<file path="src/logic/dso_params.svh">
// Purpose: Register offsets, reset values and field positions of the output selector.
// Assumes: Byte addresses on a 32-bit AXI4-Lite bus, one aligned word per register.
// Notes:   Frequencies are held in units of 0.01 Hz.
`ifndef DSO_PARAMS_SVH
`define DSO_PARAMS_SVH

// Register byte offsets.
`define DSO_RELAY_SRC_OFS   8'h00
`define DSO_TRANS_SRC_OFS   8'h04
`define DSO_DET_FREQ_OFS    8'h08
`define DSO_DET_BAND_OFS    8'h0C
`define DSO_MONITOR_OFS     8'h10
`define DSO_IRQ_STATUS_OFS  8'h14
`define DSO_IRQ_MASK_OFS    8'h18

// Reset values.
`define DSO_RELAY_SRC_RST   5'h1D
`define DSO_TRANS_SRC_RST   5'h0E
`define DSO_DET_FREQ_RST    16'h0BB8
`define DSO_DET_BAND_RST    16'h03E8

// Field positions in monitor, status and mask registers.
`define DSO_RELAY_BIT       0
`define DSO_TRANS_BIT       1

// AXI response codes.
`define DSO_RESP_OKAY       2'h0
`define DSO_RESP_SLVERR     2'h2

`endif

</file>
<file path="src/logic/dso_pkg.sv">
// Purpose: Types shared by the output selector modules.
// Assumes: Source codes fit in five bits.
// Notes:   Codes not listed here select no output.
package dso_pkg;

  // Output source codes.
  typedef enum logic [4:0] {
    SRC_NONE       = 5'h00,
    SRC_FREQ_SET   = 5'h01,
    SRC_FREQ_MATCH = 5'h02,
    SRC_FREQ_WIN   = 5'h03,
    SRC_FREQ_THR   = 5'h04,
    SRC_OVERLOAD   = 5'h05,
    SRC_INV_OVL    = 5'h06,
    SRC_UNDERLOAD  = 5'h07,
    SRC_FAN_WARN   = 5'h08,
    SRC_STALL      = 5'h09,
    SRC_OVER_VOLT  = 5'h0A,
    SRC_LOW_VOLT   = 5'h0B,
    SRC_OVER_HEAT  = 5'h0C,
    SRC_LOST_CMD   = 5'h0D,
    SRC_RUN        = 5'h0E,
    SRC_TRIP       = 5'h1D
  } src_code_t;

  // Direction of the threshold detector, one-hot.
  typedef enum logic [2:0] {
    DIR_STEADY = 3'b001,
    DIR_ACCEL  = 3'b010,
    DIR_DECEL  = 3'b100
  } dir_t;

endpackage : dso_pkg

</file>
<file path="src/logic/freq_detect.sv">
// Purpose: Computes the four frequency-detection conditions.
// Assumes: All frequencies unsigned, same unit; inputs synchronous to clk_i.
// Notes:   The threshold condition holds its value while neither ramp is active.
module freq_detect
  import dso_pkg::*;
#(
  parameter int FW = 16  // Frequency word width.
) (
  input  wire logic          clk_i,
  input  wire logic          rst_b_i,
  input  wire logic [FW-1:0] set_freq_i,
  input  wire logic [FW-1:0] out_freq_i,
  input  wire logic [FW-1:0] op_freq_i,
  input  wire logic [FW-1:0] det_freq_i,
  input  wire logic [FW-1:0] det_band_i,
  input  wire logic          accel_i,
  input  wire logic          decel_i,
  output logic               freq_reached_set_o,
  output logic               freq_match_detect_o,
  output logic               freq_window_detect_o,
  output logic               freq_threshold_accel_decel_o
);

  // Absolute difference, used for three of the comparisons.
  function automatic logic [FW-1:0] abs_diff(input logic [FW-1:0] a, input logic [FW-1:0] b);
    abs_diff = (a > b) ? (a - b) : (b - a);
  endfunction : abs_diff

  logic [FW-1:0] half_band;  // Half the detection band.
  logic          thr_now;    // Threshold condition for the present direction.
  logic          thr_held;   // Last threshold value, kept through steady running.
  dir_t          dir;        // Present ramp direction.

  assign half_band = det_band_i >> 1;

  assign freq_reached_set_o = abs_diff(set_freq_i, out_freq_i) < half_band;
  assign freq_match_detect_o = (abs_diff(set_freq_i, det_freq_i) < half_band)
                               && freq_reached_set_o;
  assign freq_window_detect_o = abs_diff(out_freq_i, op_freq_i) < half_band;

  // Acceleration wins if both ramp flags are raised together.
  always_comb begin
    if (accel_i) begin
      dir = DIR_ACCEL;
    end else if (decel_i) begin
      dir = DIR_DECEL;
    end else begin
      dir = DIR_STEADY;
    end
  end

  // accel decel threshold
  // The decel side is widened by one bit so op_freq_i plus half the band
  // cannot wrap the addition before the compare.
  always_comb begin
    case (dir)
      DIR_ACCEL: thr_now = op_freq_i >= det_freq_i;
      DIR_DECEL: thr_now = {1'b0, op_freq_i} + {1'b0, half_band} > {1'b0, det_freq_i};
      DIR_STEADY: thr_now = thr_held;
      default: thr_now = thr_held;
    endcase
  end

  // Remember the condition so a steady plateau keeps the last ramp's answer.
  always_ff @(posedge clk_i or negedge rst_b_i) begin
    if (!rst_b_i) begin
      thr_held <= 1'b0;
    end else begin
      thr_held <= thr_now;
    end
  end

  assign freq_threshold_accel_decel_o = thr_now;

endmodule : freq_detect

</file>
<file path="src/logic/src_select.sv">
// Purpose: Maps one source code onto one output level.
// Assumes: Condition inputs are already combined and synchronous.
// Notes:   Unknown codes select no output.
module src_select
  import dso_pkg::*;
(
  input  wire logic [4:0] code_i,
  input  wire logic [14:0] cond_i,  // Indexed by source code 0..14.
  input  wire logic       trip_i,
  output logic            level_o
);

  // source code decode
  // Codes 1 to 14 index the condition vector directly.
  always_comb begin
    case (code_i)
      SRC_NONE: level_o = 1'b0;
      SRC_TRIP: level_o = trip_i;
      default: begin
        if (code_i <= SRC_RUN) begin
          level_o = cond_i[code_i[3:0]];
        end else begin
          level_o = 1'b0;
        end
      end
    endcase
  end

endmodule : src_select

</file>
<file path="src/logic/drive_status_output_select.sv">
// Purpose: Selects drive conditions onto the relay and transistor outputs.
// Assumes: AXI4-Lite slave with 32-bit data; all inputs synchronous to clk_i.
// Notes:   Outputs and the monitor are registered one cycle after the conditions.
`include "dso_params.svh"

module drive_status_output_select
  import dso_pkg::*;
#(
  parameter int FW = 16  // Frequency word width.
) (
  input  wire logic          clk_i,
  input  wire logic          rst_b_i,
  // AXI4-Lite write address channel.
  input  wire logic [7:0]    s_axi_awaddr_i,
  input  wire logic          s_axi_awvalid_i,
  output logic               s_axi_awready_o,
  // AXI4-Lite write data channel.
  input  wire logic [31:0]   s_axi_wdata_i,
  input  wire logic [3:0]    s_axi_wstrb_i,
  input  wire logic          s_axi_wvalid_i,
  output logic               s_axi_wready_o,
  // AXI4-Lite write response channel.
  output logic [1:0]         s_axi_bresp_o,
  output logic               s_axi_bvalid_o,
  input  wire logic          s_axi_bready_i,
  // AXI4-Lite read channels.
  input  wire logic [7:0]    s_axi_araddr_i,
  input  wire logic          s_axi_arvalid_i,
  output logic               s_axi_arready_o,
  output logic [31:0]        s_axi_rdata_o,
  output logic [1:0]         s_axi_rresp_o,
  output logic               s_axi_rvalid_o,
  input  wire logic          s_axi_rready_i,
  // Drive frequencies.
  input  wire logic [FW-1:0] set_freq_i,
  input  wire logic [FW-1:0] out_freq_i,
  input  wire logic [FW-1:0] op_freq_i,
  input  wire logic          accel_i,
  input  wire logic          decel_i,
  // Drive status conditions.
  input  wire logic          motor_overload_i,
  input  wire logic          inverse_time_overload_i,
  input  wire logic          underload_warn_i,
  input  wire logic          fan_warn_i,
  input  wire logic          stall_i,
  input  wire logic          dc_over_volt_i,
  input  wire logic          dc_low_volt_i,
  input  wire logic          over_heat_i,
  input  wire logic          analog_cmd_lost_i,
  input  wire logic          rs485_cmd_lost_i,
  input  wire logic          card_fitted_i,
  input  wire logic          card_comm_lost_i,
  input  wire logic          card_analog_lost_i,
  input  wire logic          run_cmd_i,
  input  wire logic          output_voltage_i,
  input  wire logic          dc_brake_i,
  input  wire logic          fault_trip_i,
  // Outputs toward the external load.
  output logic               relay_o,
  output logic               transistor_output_o,
  output logic               irq_o
);

  // Configuration and status registers.
  logic [4:0]    relay_src;          // Relay source code.
  logic [4:0]    trans_src;          // Transistor source code.
  logic [FW-1:0] detection_frequency;
  logic [FW-1:0] detection_band;
  logic [1:0]    irq_status;         // Sticky rising-edge events of each output.
  logic [1:0]    irq_mask;           // One enables the matching status bit.

  // Bus-side holding state.
  logic          aw_held;            // Write address accepted, waiting for data.
  logic          w_held;             // Write data accepted, waiting for address.
  logic [7:0]    aw_addr;
  logic [31:0]   w_data;
  logic [3:0]    w_strb;
  logic          wr_go;              // Both halves present, commit this cycle.
  logic          rd_go;              // Read address taken this cycle.
  logic [31:0]   wr_old;             // Present value of the register being written.
  logic [31:0]   wr_word;            // That value with the enabled write bytes merged in.

  // Condition vector and selected levels.
  logic [14:0]   cond;
  logic          next_relay;
  logic          next_trans;
  logic [1:0]    rise;               // Output rising edges this cycle.
  logic [1:0]    w1c;                // Status bits cleared by software this cycle.

  // Merge a write word into an old value under byte enables.
  function automatic logic [31:0] merge(input logic [31:0] old_v, input logic [31:0] new_v,
                                        input logic [3:0] strb);
    for (int i = 0; i < 4; i++) begin
      merge[8*i +: 8] = strb[i] ? new_v[8*i +: 8] : old_v[8*i +: 8];
    end
  endfunction : merge

  // True when an address names a mapped register.
  function automatic logic mapped(input logic [7:0] addr);
    case (addr)
      `DSO_RELAY_SRC_OFS, `DSO_TRANS_SRC_OFS, `DSO_DET_FREQ_OFS, `DSO_DET_BAND_OFS,
      `DSO_MONITOR_OFS, `DSO_IRQ_STATUS_OFS, `DSO_IRQ_MASK_OFS: mapped = 1'b1;
      default: mapped = 1'b0;
    endcase
  endfunction : mapped

  // The frequency conditions for codes 1 to 4.
  freq_detect #(
    .FW (FW)
  ) u_freq_detect (
    .clk_i                        (clk_i),
    .rst_b_i                      (rst_b_i),
    .set_freq_i                   (set_freq_i),
    .out_freq_i                   (out_freq_i),
    .op_freq_i                    (op_freq_i),
    .det_freq_i                   (detection_frequency),
    .det_band_i                   (detection_band),
    .accel_i                      (accel_i),
    .decel_i                      (decel_i),
    .freq_reached_set_o           (cond[1]),
    .freq_match_detect_o          (cond[2]),
    .freq_window_detect_o         (cond[3]),
    .freq_threshold_accel_decel_o (cond[4])
  );

  // Status conditions indexed by their source code.
  assign cond[0]  = 1'b0;
  assign cond[5]  = motor_overload_i;
  assign cond[6]  = inverse_time_overload_i;
  assign cond[7]  = underload_warn_i;
  assign cond[8]  = fan_warn_i;
  assign cond[9]  = stall_i;
  assign cond[10] = dc_over_volt_i;
  assign cond[11] = dc_low_volt_i;
  assign cond[12] = over_heat_i;
  assign cond[13] = analog_cmd_lost_i | rs485_cmd_lost_i
                    | (card_fitted_i & (card_comm_lost_i | card_analog_lost_i));
  assign cond[14] = run_cmd_i & output_voltage_i & ~dc_brake_i;

  src_select u_relay_sel (
    .code_i  (relay_src),
    .cond_i  (cond),
    .trip_i  (fault_trip_i),
    .level_o (next_relay)
  );

  src_select u_trans_sel (
    .code_i  (trans_src),
    .cond_i  (cond),
    .trip_i  (fault_trip_i),
    .level_o (next_trans)
  );

  // Register the outputs so the external drivers never see decode glitches.
  always_ff @(posedge clk_i or negedge rst_b_i) begin
    if (!rst_b_i) begin
      relay_o             <= 1'b0;
      transistor_output_o <= 1'b0;
    end else begin
      relay_o             <= next_relay;
      transistor_output_o <= next_trans;
    end
  end

  // Rising edges of each output raise an event.
  assign rise[`DSO_RELAY_BIT] = next_relay & ~relay_o;
  assign rise[`DSO_TRANS_BIT] = next_trans & ~transistor_output_o;

  // Handshake outputs: each channel is free while nothing of its kind is pending.
  assign s_axi_awready_o = ~aw_held & ~s_axi_bvalid_o;
  assign s_axi_wready_o  = ~w_held & ~s_axi_bvalid_o;
  assign s_axi_arready_o = ~s_axi_rvalid_o;
  assign wr_go = aw_held & w_held & ~s_axi_bvalid_o;
  assign rd_go = s_axi_arvalid_i & s_axi_arready_o;

  // Capture write address and data independently, in either order.
  always_ff @(posedge clk_i or negedge rst_b_i) begin
    if (!rst_b_i) begin
      aw_held <= 1'b0;
      w_held  <= 1'b0;
      aw_addr <= 8'h00;
      w_data  <= 32'h0000_0000;
      w_strb  <= 4'h0;
    end else begin
      if (s_axi_awvalid_i && s_axi_awready_o) begin
        aw_held <= 1'b1;
        aw_addr <= s_axi_awaddr_i;
      end else if (wr_go) begin
        aw_held <= 1'b0;
      end
      if (s_axi_wvalid_i && s_axi_wready_o) begin
        w_held <= 1'b1;
        w_data <= s_axi_wdata_i;
        w_strb <= s_axi_wstrb_i;
      end else if (wr_go) begin
        w_held <= 1'b0;
      end
    end
  end

  // Write response: unmapped addresses answer with a slave error.
  always_ff @(posedge clk_i or negedge rst_b_i) begin
    if (!rst_b_i) begin
      s_axi_bvalid_o <= 1'b0;
      s_axi_bresp_o  <= `DSO_RESP_OKAY;
    end else if (wr_go) begin
      s_axi_bvalid_o <= 1'b1;
      s_axi_bresp_o  <= mapped(aw_addr) ? `DSO_RESP_OKAY : `DSO_RESP_SLVERR;
    end else if (s_axi_bready_i) begin
      s_axi_bvalid_o <= 1'b0;
    end
  end

  // Old value of the addressed register, so lanes without a byte enable keep their bits.
  always_comb begin
    case (aw_addr)
      `DSO_RELAY_SRC_OFS: wr_old = {27'h0, relay_src};
      `DSO_TRANS_SRC_OFS: wr_old = {27'h0, trans_src};
      `DSO_DET_FREQ_OFS:  wr_old = 32'(detection_frequency);
      `DSO_DET_BAND_OFS:  wr_old = 32'(detection_band);
      `DSO_IRQ_MASK_OFS:  wr_old = {30'h0, irq_mask};
      default:            wr_old = 32'h0000_0000;
    endcase
  end

  // One shared merge, so each register only slices its own field out of it.
  assign wr_word = merge(wr_old, w_data, w_strb);

  // Configuration writes; the monitor register ignores writes.
  always_ff @(posedge clk_i or negedge rst_b_i) begin
    if (!rst_b_i) begin
      relay_src           <= `DSO_RELAY_SRC_RST;
      trans_src           <= `DSO_TRANS_SRC_RST;
      detection_frequency <= `DSO_DET_FREQ_RST;
      detection_band      <= `DSO_DET_BAND_RST;
      irq_mask            <= 2'h0;
    end else if (wr_go) begin
      case (aw_addr)
        `DSO_RELAY_SRC_OFS: relay_src           <= wr_word[4:0];
        `DSO_TRANS_SRC_OFS: trans_src           <= wr_word[4:0];
        `DSO_DET_FREQ_OFS:  detection_frequency <= wr_word[FW-1:0];
        `DSO_DET_BAND_OFS:  detection_band      <= wr_word[FW-1:0];
        `DSO_IRQ_MASK_OFS:  irq_mask            <= wr_word[1:0];
        default: begin
        end
      endcase
    end
  end

  // Write-one-to-clear only through the low byte lane.
  assign w1c = (wr_go && aw_addr == `DSO_IRQ_STATUS_OFS && w_strb[0]) ? w_data[1:0] : 2'h0;

  // Sticky events; a new edge in the clearing cycle is kept.
  always_ff @(posedge clk_i or negedge rst_b_i) begin
    if (!rst_b_i) begin
      irq_status <= 2'h0;
    end else begin
      irq_status <= (irq_status & ~w1c) | rise;
    end
  end

  // Level interrupt while any enabled event is pending.
  assign irq_o = |(irq_status & irq_mask);

  // Read path: data latched at the address handshake, held until taken.
  always_ff @(posedge clk_i or negedge rst_b_i) begin
    if (!rst_b_i) begin
      s_axi_rvalid_o <= 1'b0;
      s_axi_rdata_o  <= 32'h0000_0000;
      s_axi_rresp_o  <= `DSO_RESP_OKAY;
    end else if (rd_go) begin
      s_axi_rvalid_o <= 1'b1;
      s_axi_rresp_o  <= mapped(s_axi_araddr_i) ? `DSO_RESP_OKAY : `DSO_RESP_SLVERR;
      case (s_axi_araddr_i)
        `DSO_RELAY_SRC_OFS:  s_axi_rdata_o <= {27'h0, relay_src};
        `DSO_TRANS_SRC_OFS:  s_axi_rdata_o <= {27'h0, trans_src};
        `DSO_DET_FREQ_OFS:   s_axi_rdata_o <= 32'(detection_frequency);
        `DSO_DET_BAND_OFS:   s_axi_rdata_o <= 32'(detection_band);
        `DSO_MONITOR_OFS:    s_axi_rdata_o <= {30'h0, transistor_output_o, relay_o};
        `DSO_IRQ_STATUS_OFS: s_axi_rdata_o <= {30'h0, irq_status};
        `DSO_IRQ_MASK_OFS:   s_axi_rdata_o <= {30'h0, irq_mask};
        default:             s_axi_rdata_o <= 32'h0000_0000;
      endcase
    end else if (s_axi_rready_i) begin
      s_axi_rvalid_o <= 1'b0;
    end
  end

endmodule : drive_status_output_select

</file>
<file path="config.mk">
export PLATFORM = sky130hd
export DESIGN_NAME = drive_status_output_select
export DESIGN_NICKNAME = d
export VERILOG_FILES = /design/src/logic/dso_pkg.sv /design/src/logic/freq_detect.sv /design/src/logic/src_select.sv /design/src/logic/drive_status_output_select.sv
export VERILOG_INCLUDE_DIRS = /design/src /design/src/logic
export SDC_FILE = /design/constraint.sdc
export NUM_CORES = 1
export LEC_CHECK = 0
export ABC_AREA = 1
export BUFFER_PORTS_ARGS = -buffer_cell sky130_fd_sc_hd__buf_2
export CORE_UTILIZATION = 38
export DETAILED_ROUTE_END_ITERATION = 10
export GPL_TIMING_DRIVEN = 0
export PLACE_DENSITY = 0.66
export SETUP_SLACK_MARGIN = 0.4
export SYNTH_ARGS = -nofsm -noshare
export SYNTH_HDL_FRONTEND = slang
export SYNTH_SLANG_ARGS = --single-unit
</file>
<file path="constraint.sdc">
create_clock -name clk_i -period 3.75 [get_ports clk_i]
set_input_delay 0.75 -clock clk_i [delete_from_list [all_inputs] [get_ports clk_i]]
set_output_delay 0.75 -clock clk_i [all_outputs]
set_load 0.02 [all_outputs]
</file>
## Word-level counts from Yosys, hierarchy flattened

Index checks and enable logic that the tools add are counted.

- Output and inout port bits: 44
- Register bits after elaboration: 115

- Eq/ne operators: 16
- Reduce and logical (&&, ||, !) cells: 21
- Mux-type cells: 32
- Add/sub/neg operators: 7
- Bitwise logic cells: 24
- $lt $le $gt $ge: 12

Operators by type and width:

| cell | number |
|---|---|
| 16-bit case mux with 7 select lines | 1 |
| 16-bit subtractor | 6 |
| 16-bit case mux with 4 select lines | 1 |
| 8-bit by 5-bit equality test with 1-bit output (second input constant) | 6 |
| 16-bit greater-than comparator | 3 |
| 16-bit by 15-bit < comparator with 1-bit output | 3 |
| 16-bit two-way mux | 3 |
| 8-bit by 4-bit equality test with 1-bit output (second input constant) | 4 |
| 16-bit by 15-bit adder with 17-bit output | 1 |
| 17-bit by 16-bit greater-than comparator with 1-bit output | 1 |
| 8-bit by 3-bit equality test with 1-bit output (second input constant) | 2 |
| 16-bit >= comparator | 1 |
| 8-bit logical NOT | 2 |
| 8-bit two-way mux | 2 |
| 1-bit two-way mux | 15 |
| 7-bit OR reduction | 2 |
| 1-bit AND | 10 |
| 5-bit equality test (second input constant) | 2 |
| 5-bit by 4-bit <= comparator with 1-bit output (second input constant) | 2 |
| 5-bit logical NOT | 2 |
| 4-bit by 5-bit < comparator with 1-bit output (second input constant) | 2 |
| 2-bit AND reduction | 5 |
| 1-bit binary-select mux with 4-bit select | 2 |
| 2-bit nonzero test | 4 |
| 12 further kinds | 30 |

## Longest topological paths before layout

- Word-level depth: 10
- Mapped depth: 34
- Mapped depth without buffers: 33

## Hierarchy

A second synthesis with hierarchy kept.

- Cells, all modules: 2,186
- Area, all modules: 13,480.4 sq um

By module, submodules not included:

| module | instances | area an instance (sq um) | sequential area each (sq um) | cells an instance |
|---|---|---|---|---|
| freq_detect | 1 | 8,075.2 | 25.0 | 1,432 |
| drive_status_output_select | 1 | 4,957.3 | 2,427.3 | 650 |
| src_select | 2 | 224.0 | 0.0 | 52 |

## Least setup slack after synthesis

OpenSTA, ideal clock, no wires.

- Kind: input to register
- Start point: in set_freq_i[0]
- End point: reg irq_status[1]
- Slack: -0.317 ns
- Path buffers: 1
- Stages: 34
- Arrival: 3.946 ns
- Setup time: 0.121 ns
- Path through: inv_1 > ha_1 > inv_1 > fa_1 > nand3_1 > nand2_1 > nand2_1 > nand2_1 > nand2_1 > nand2_2 > nand2_4 > buf_2 > nand2_1 > o21ai_0 > xor2_1 > inv_1 > ha_1 > nand2_1 > o21ai_0 > nand4_1 > nand2_1 > nand2_1 > nand2_1 > nand2_1 > a21boi_0 > nor2_4 > a21oi_1 > nand3_1 > nand2_1 > nand2_1 > nand2_1 > nand2_2 > nand2_1 > nand2_1

- Word-level cells in the longest chain between the ends: 10
- Elaborated cells between the ends (all ways): 17
- Those cells by class: add/sub: 4; order compare: 4; mux: 6; bitwise: 2; reduce/logical: 1

Ends and longest elaborated chain:

| item | line | RTL |
|---|---|---|
| from (decl) | drive_status_output_select.sv:35 | `input wire logic [FW-1:0] set_freq_i,` |
| 16-bit subtractor / 16-bit greater-than comparator (equally long branches) | freq_detect.sv:26 | `abs_diff = (a > b) ? (a - b) : (b - a);` |
| 16-bit two-way mux | freq_detect.sv:26 |  |
| 16-bit by 15-bit < comparator with 1-bit output (on tied branches) | freq_detect.sv:37, freq_detect.sv:36 |  |
| 1-bit logical AND | freq_detect.sv:38 | `&& freq_reached_set_o;` |
| 1-bit binary-select mux with 4-bit select * | src_select.sv:21 | `level_o = cond_i[code_i[3:0]];` |
| 1-bit two-way mux (implied by the code) * | src_select.sv:21 |  |
| 1-bit two-way mux * | src_select.sv:20 | `if (code_i <= SRC_RUN) begin` |
| 1-bit case mux with 2 select lines * | src_select.sv:16 | `case (code_i)` |
| named net next_trans | drive_status_output_select.sv:86 | `logic next_trans;` |
| 1-bit AND * | drive_status_output_select.sv:167 | `` assign rise[`DSO_TRANS_BIT] = next_trans & ~transistor_output_o; `` |
| 2-bit OR * | drive_status_output_select.sv:258 | `irq_status <= (irq_status & ~w1c) \| rise;` |
| to (signal assigned) | drive_status_output_select.sv:258 |  |
| to (decl) | drive_status_output_select.sv:69 | `logic [1:0] irq_status;` |

Mark *: on every way through the listed nets, which the timed path passes. The rest lies on a longest branch. The select of a mux whose other input is x is not followed.
A chain may end at the register's enable or synchronous reset.

## Worst setup path in the final report

- Start point: in out_freq_i[7]
- End point: reg irq_status[0]

- Word-level cells in the longest chain between the ends: 10
- Elaborated cells between the ends (all ways): 17
- Those cells by class: add/sub: 4; order compare: 4; mux: 6; bitwise: 2; reduce/logical: 1

Ends and longest elaborated chain:

| item | line | RTL |
|---|---|---|
| from (decl) | drive_status_output_select.sv:36 | `input wire logic [FW-1:0] out_freq_i,` |
| 16-bit subtractor / 16-bit greater-than comparator (equally long branches) | freq_detect.sv:26 |  |
| 16-bit two-way mux | freq_detect.sv:26 |  |
| 16-bit by 15-bit < comparator with 1-bit output | freq_detect.sv:36 | `assign freq_reached_set_o = abs_diff(set_freq_i, out_freq_i) < half_band;` |
| 1-bit logical AND | freq_detect.sv:38 |  |
| 1-bit binary-select mux with 4-bit select * | src_select.sv:21 |  |
| 1-bit two-way mux (implied by the code) * | src_select.sv:21 |  |
| 1-bit two-way mux * | src_select.sv:20 |  |
| 1-bit case mux with 2 select lines * | src_select.sv:16 |  |
| named net next_relay | drive_status_output_select.sv:85 | `logic next_relay;` |
| 1-bit AND * | drive_status_output_select.sv:166 | `` assign rise[`DSO_RELAY_BIT] = next_relay & ~relay_o; `` |
| 2-bit OR * | drive_status_output_select.sv:258 |  |

Marked as above.

==> impl_metrics.env <==
export IMPL_status="finished with violations"
export IMPL_violations="negative setup slack"
export IMPL_met1_usage_pct=33.9
export IMPL_maxSlewHeadroom_pct=33.8
export IMPL_die_y_um=177
export IMPL_fin_crit_ns=4.20
export IMPL_detail_route_vias_per_cell=5.26
export IMPL_worst_slew_pin_slew_ns=0.967
export IMPL_cts_buffers=9
export IMPL_required_ns=3.99
export IMPL_yosysTopAreaCellShare_pct=19.6
export IMPL_synth_edff_count=0
export IMPL_setup_viol=5
export IMPL_yosys_area_top_type="ha_1"
export IMPL_vias=12200
export IMPL_seqPwrFrac_pct=21.2
export IMPL_yosys_top_cells_count="416 x nand2_1, 270 x inv_1, 182 x ha_1, 136 x a21oi_1, 110 x nor2_1"
export IMPL_firstDrtPassIters=5
export IMPL_ctsHtreeMaxLevel=3
export IMPL_first_iter_violations=859
export IMPL_cts_tree="yes"
export IMPL_crit_fanout=8
export IMPL_end_kind="register"
export IMPL_die_w_um=177
export IMPL_ys_seq_area_share_pct=21.1
export IMPL_routed_wl_um=40000
export IMPL_power_frac_clock_pct=15.6
export IMPL_boundaryPins=170
export IMPL_startpoint_type="primary input"
export IMPL_core_um2=29900
export IMPL_netlist_cell_type_count=58
export IMPL_syn_inst=1690
export IMPL_fin_ws_ns=-0.447
export IMPL_grt_pass1_wl_um=62100
export IMPL_switching_share_pct=45.6
export IMPL_final_nets=2229
export IMPL_ys_flop_type="dfrtp_1"
export IMPL_post_route_period_util_pct=112
export IMPL_synthArstFlopShare_pct=100
export IMPL_yosysWarnings=0
export IMPL_grt_max_degree=55
export IMPL_path_class="in -> reg"
export IMPL_yosysMostFrequentCell="nand2_1"
export IMPL_clock_sinks=97
export IMPL_grt_pass1_vias=11900
export IMPL_drive_above_1_share_pct=27.5
export IMPL_cp_common_cell="nand2_1"
export IMPL_power_internal_mw=3.97
export IMPL_hp_class="in -> async"
export IMPL_p_comb_share_pct=63.2
export IMPL_use_met3_pct=2.00
export IMPL_clk_latency_ns=0.35
export IMPL_antenna_found_initial=0
export IMPL_die_area_um2=31300
export IMPL_vdd_drop_max_uv=334
export IMPL_top_usage_layer="met2"
export IMPL_fin_skew_ns=0.0134
export IMPL_synth_area_leaders="ha_1 20%, dfrtp_1 17%, nand2_1 13%, inv_1 8.7%, a21oi_1 5.8%"
export IMPL_area_growth_pct=31.1
export IMPL_slowest_delay_ns=0.31
export IMPL_gp_congestion=0.930
export IMPL_cts_root_buf="clkbuf_16"
export IMPL_syn_avg_cell_area_um2=6.89
export IMPL_use_met2_pct=43.0
export IMPL_drc_errors=0
export IMPL_critPathArrivalTime_ns=4.44
export IMPL_slew_violations=0
export IMPL_crit_path_top_delay_cell="ha_1"
export IMPL_cap_viol_max_count=0
export IMPL_fmax_ghz=0.238
export IMPL_rsz0062_at_grt="yes"
export IMPL_fp_row_count=63
export IMPL_hpwl_um=32200
export IMPL_insertedDiodeCount=0
export IMPL_timing_hold_violations_final=0
export IMPL_wire_per_inst_um=17.3
export IMPL_grt_use_total_pct=25.4
export IMPL_clock_path_buffers=2
export IMPL_power_density_nw_per_um2=478
export IMPL_postRouteAntennaNets=0
export IMPL_final_util_pct=51.1
export IMPL_p_leak_nw=7.62
export IMPL_hold_buffers=0
export IMPL_fin_total_pwr_mw=7.30
export IMPL_syn_area_um2=11600
export IMPL_clk_pin_slew_worst_paths_ns=0.07
export IMPL_ys_ff_latch=97
export IMPL_floorplan_initialDensity_pct=39.0
export IMPL_grt_overflow=0
export IMPL_io_buffers=133
export IMPL_p_sw_mw=3.32
==> cells in the final DEF (no fill, tap or decap), types with 8 or more instances in the layout <==
cell type,synthesis,layout
nor2_1,110,98
conb_1,1,18
dfrtp_1,77,76
nand2_2,10,40
nand2_4,1,8
nor3_1,22,17
a21oi_2,1,24
o21ai_1,8,16
xnor2_1,15,12
buf_6,0,16
nand3_1,44,27
o21ai_0,106,84
a21oi_1,136,109
inv_1,270,241
dfstp_2,20,20
ha_4,0,46
o21ai_2,0,12
nor2_2,4,11
ha_1,182,129
clkbuf_16,0,10
nand3_2,1,13
buf_2,4,121
clkbuf_1,18,19
a21o_1,21,21
mux2_2,19,19
o22ai_1,43,43
inv_2,6,27
xor2_1,38,37
buf_4,20,71
nand2_1,416,379
==> power groups by stage <==
stage / Clock [mW] / Sequential, mW / Combinational, mW
after floorplan: 0 / 1.50 / 2.67
after global placement: 0 / 1.54 / 3.60
after detailed placement: 0 / 1.55 / 3.68
after CTS: 1.15 / 1.54 / 4.09
after global routing: 1.19 / 1.58 / 5.15
final: 1.14 / 1.55 / 4.61
==> state kept, by name (all words and copies together), names as in the netlist, 2 cells and up <==
register	count
aw_addr	8
detection_band	16
detection_frequency	16
irq_mask	2
irq_status	2
relay_src	5
s_axi_rdata_o	16
trans_src	5
w_data	16
w_strb	2
==> routing by layer <==
layer | wire (um) | vias to the layer above
met5 | 0 | -
met4 | 1430 | 0
met3 | 2170 | 94
met2 | 18700 | 458
met1 | 17700 | 5644
li1 | - | 5959
==> per-stage QoR <==
stage / setup slack, ns / std cells / setup TNS [ns] / hold slack (ns) / area [um^2]
2_1_floorplan: -0.122 / 1707 / -0.317 / 0.454 / 11800
3_3_place_gp: -1.28 / 2230 / -5.47 / 0.469 / 12900
3_5_place_dp: -1.28 / 2231 / -5.43 / 0.467 / 13000
4_1_cts: -0.407 / 2274 / -1.41 / 0.424 / 14400
5_1_grt: -0.586 / 2309 / -2.51 / 0.446 / 15300
6_report: -0.447 / 2309 / -1.77 / 0.403 / 15300
==> cells by family after synthesis <==
kind of cell / share of synthesized area (%)
xor gates and xnor gates: 3.99
muxes: 2.53
other: 0.0322
DFF: 21.1
adders and majority gates: 20.8
and+or+nand+nor: 21.9
buffers and inverters: 11.1
AOI/OAI and AO/OA: 18.5
==> area by class of cell <==
class,count,area [um^2]
Fill cell,2935,14600
Multi-Input combinational cell,1288,9280
Sequential cell,97,2450
Timing Repair Buffer,195,1290
Inverter,279,1090
Tap cell,390,488
Buffer,44,294
Clock buffer,10,229
Clock inverter,6,138
==> path summary, 6_finish.rpt <==
kind	start	slack, ns	endpoint	cells after the start
worst min-delay path	rst_b_i	0.40	s_axi_rdata_o[10]$_DFFE_PN0P_	1
worst max-delay path	out_freq_i[7]	-0.45	irq_status[0]$_DFF_PN0_	32
min in group clk_i	s_axi_rdata_o[4]$_DFFE_PN0P_	0.49	s_axi_rdata_o[4]$_DFFE_PN0P_	2
max in group asynchronous	rst_b_i	2.63	trans_src[3]$_DFFE_PN1P_	2
worst max register to register	detection_frequency[8]$_DFFE_PN1P_	-0.29	irq_status[0]$_DFF_PN0_	31
worst min register to register	s_axi_rdata_o[4]$_DFFE_PN0P_	0.49	s_axi_rdata_o[4]$_DFFE_PN0P_	2
==> worst max-delay path: cells and delay by family <==
kind / cells / cell delay (ns)
buffers and inverters: 6 / 0.63
adder cells (fa/ha/maj): 2 / 0.60
XOR/XNOR: 1 / 0.16
multiplexers: 1 / 0.21
AND/OR/NAND/NOR: 18 / 1.58
AO/OA/AOI/OAI: 4 / 0.51
==> what timing repair did <==
action | CTS | global route
buffers inserted | 26 | 34
resized for setup | 167 | 150
cloned | 1 | 1
setup endpoints to repair | 5 | 5
pin swaps | 67 | 93
No activity file was read; power rests on OpenSTA's default activity.
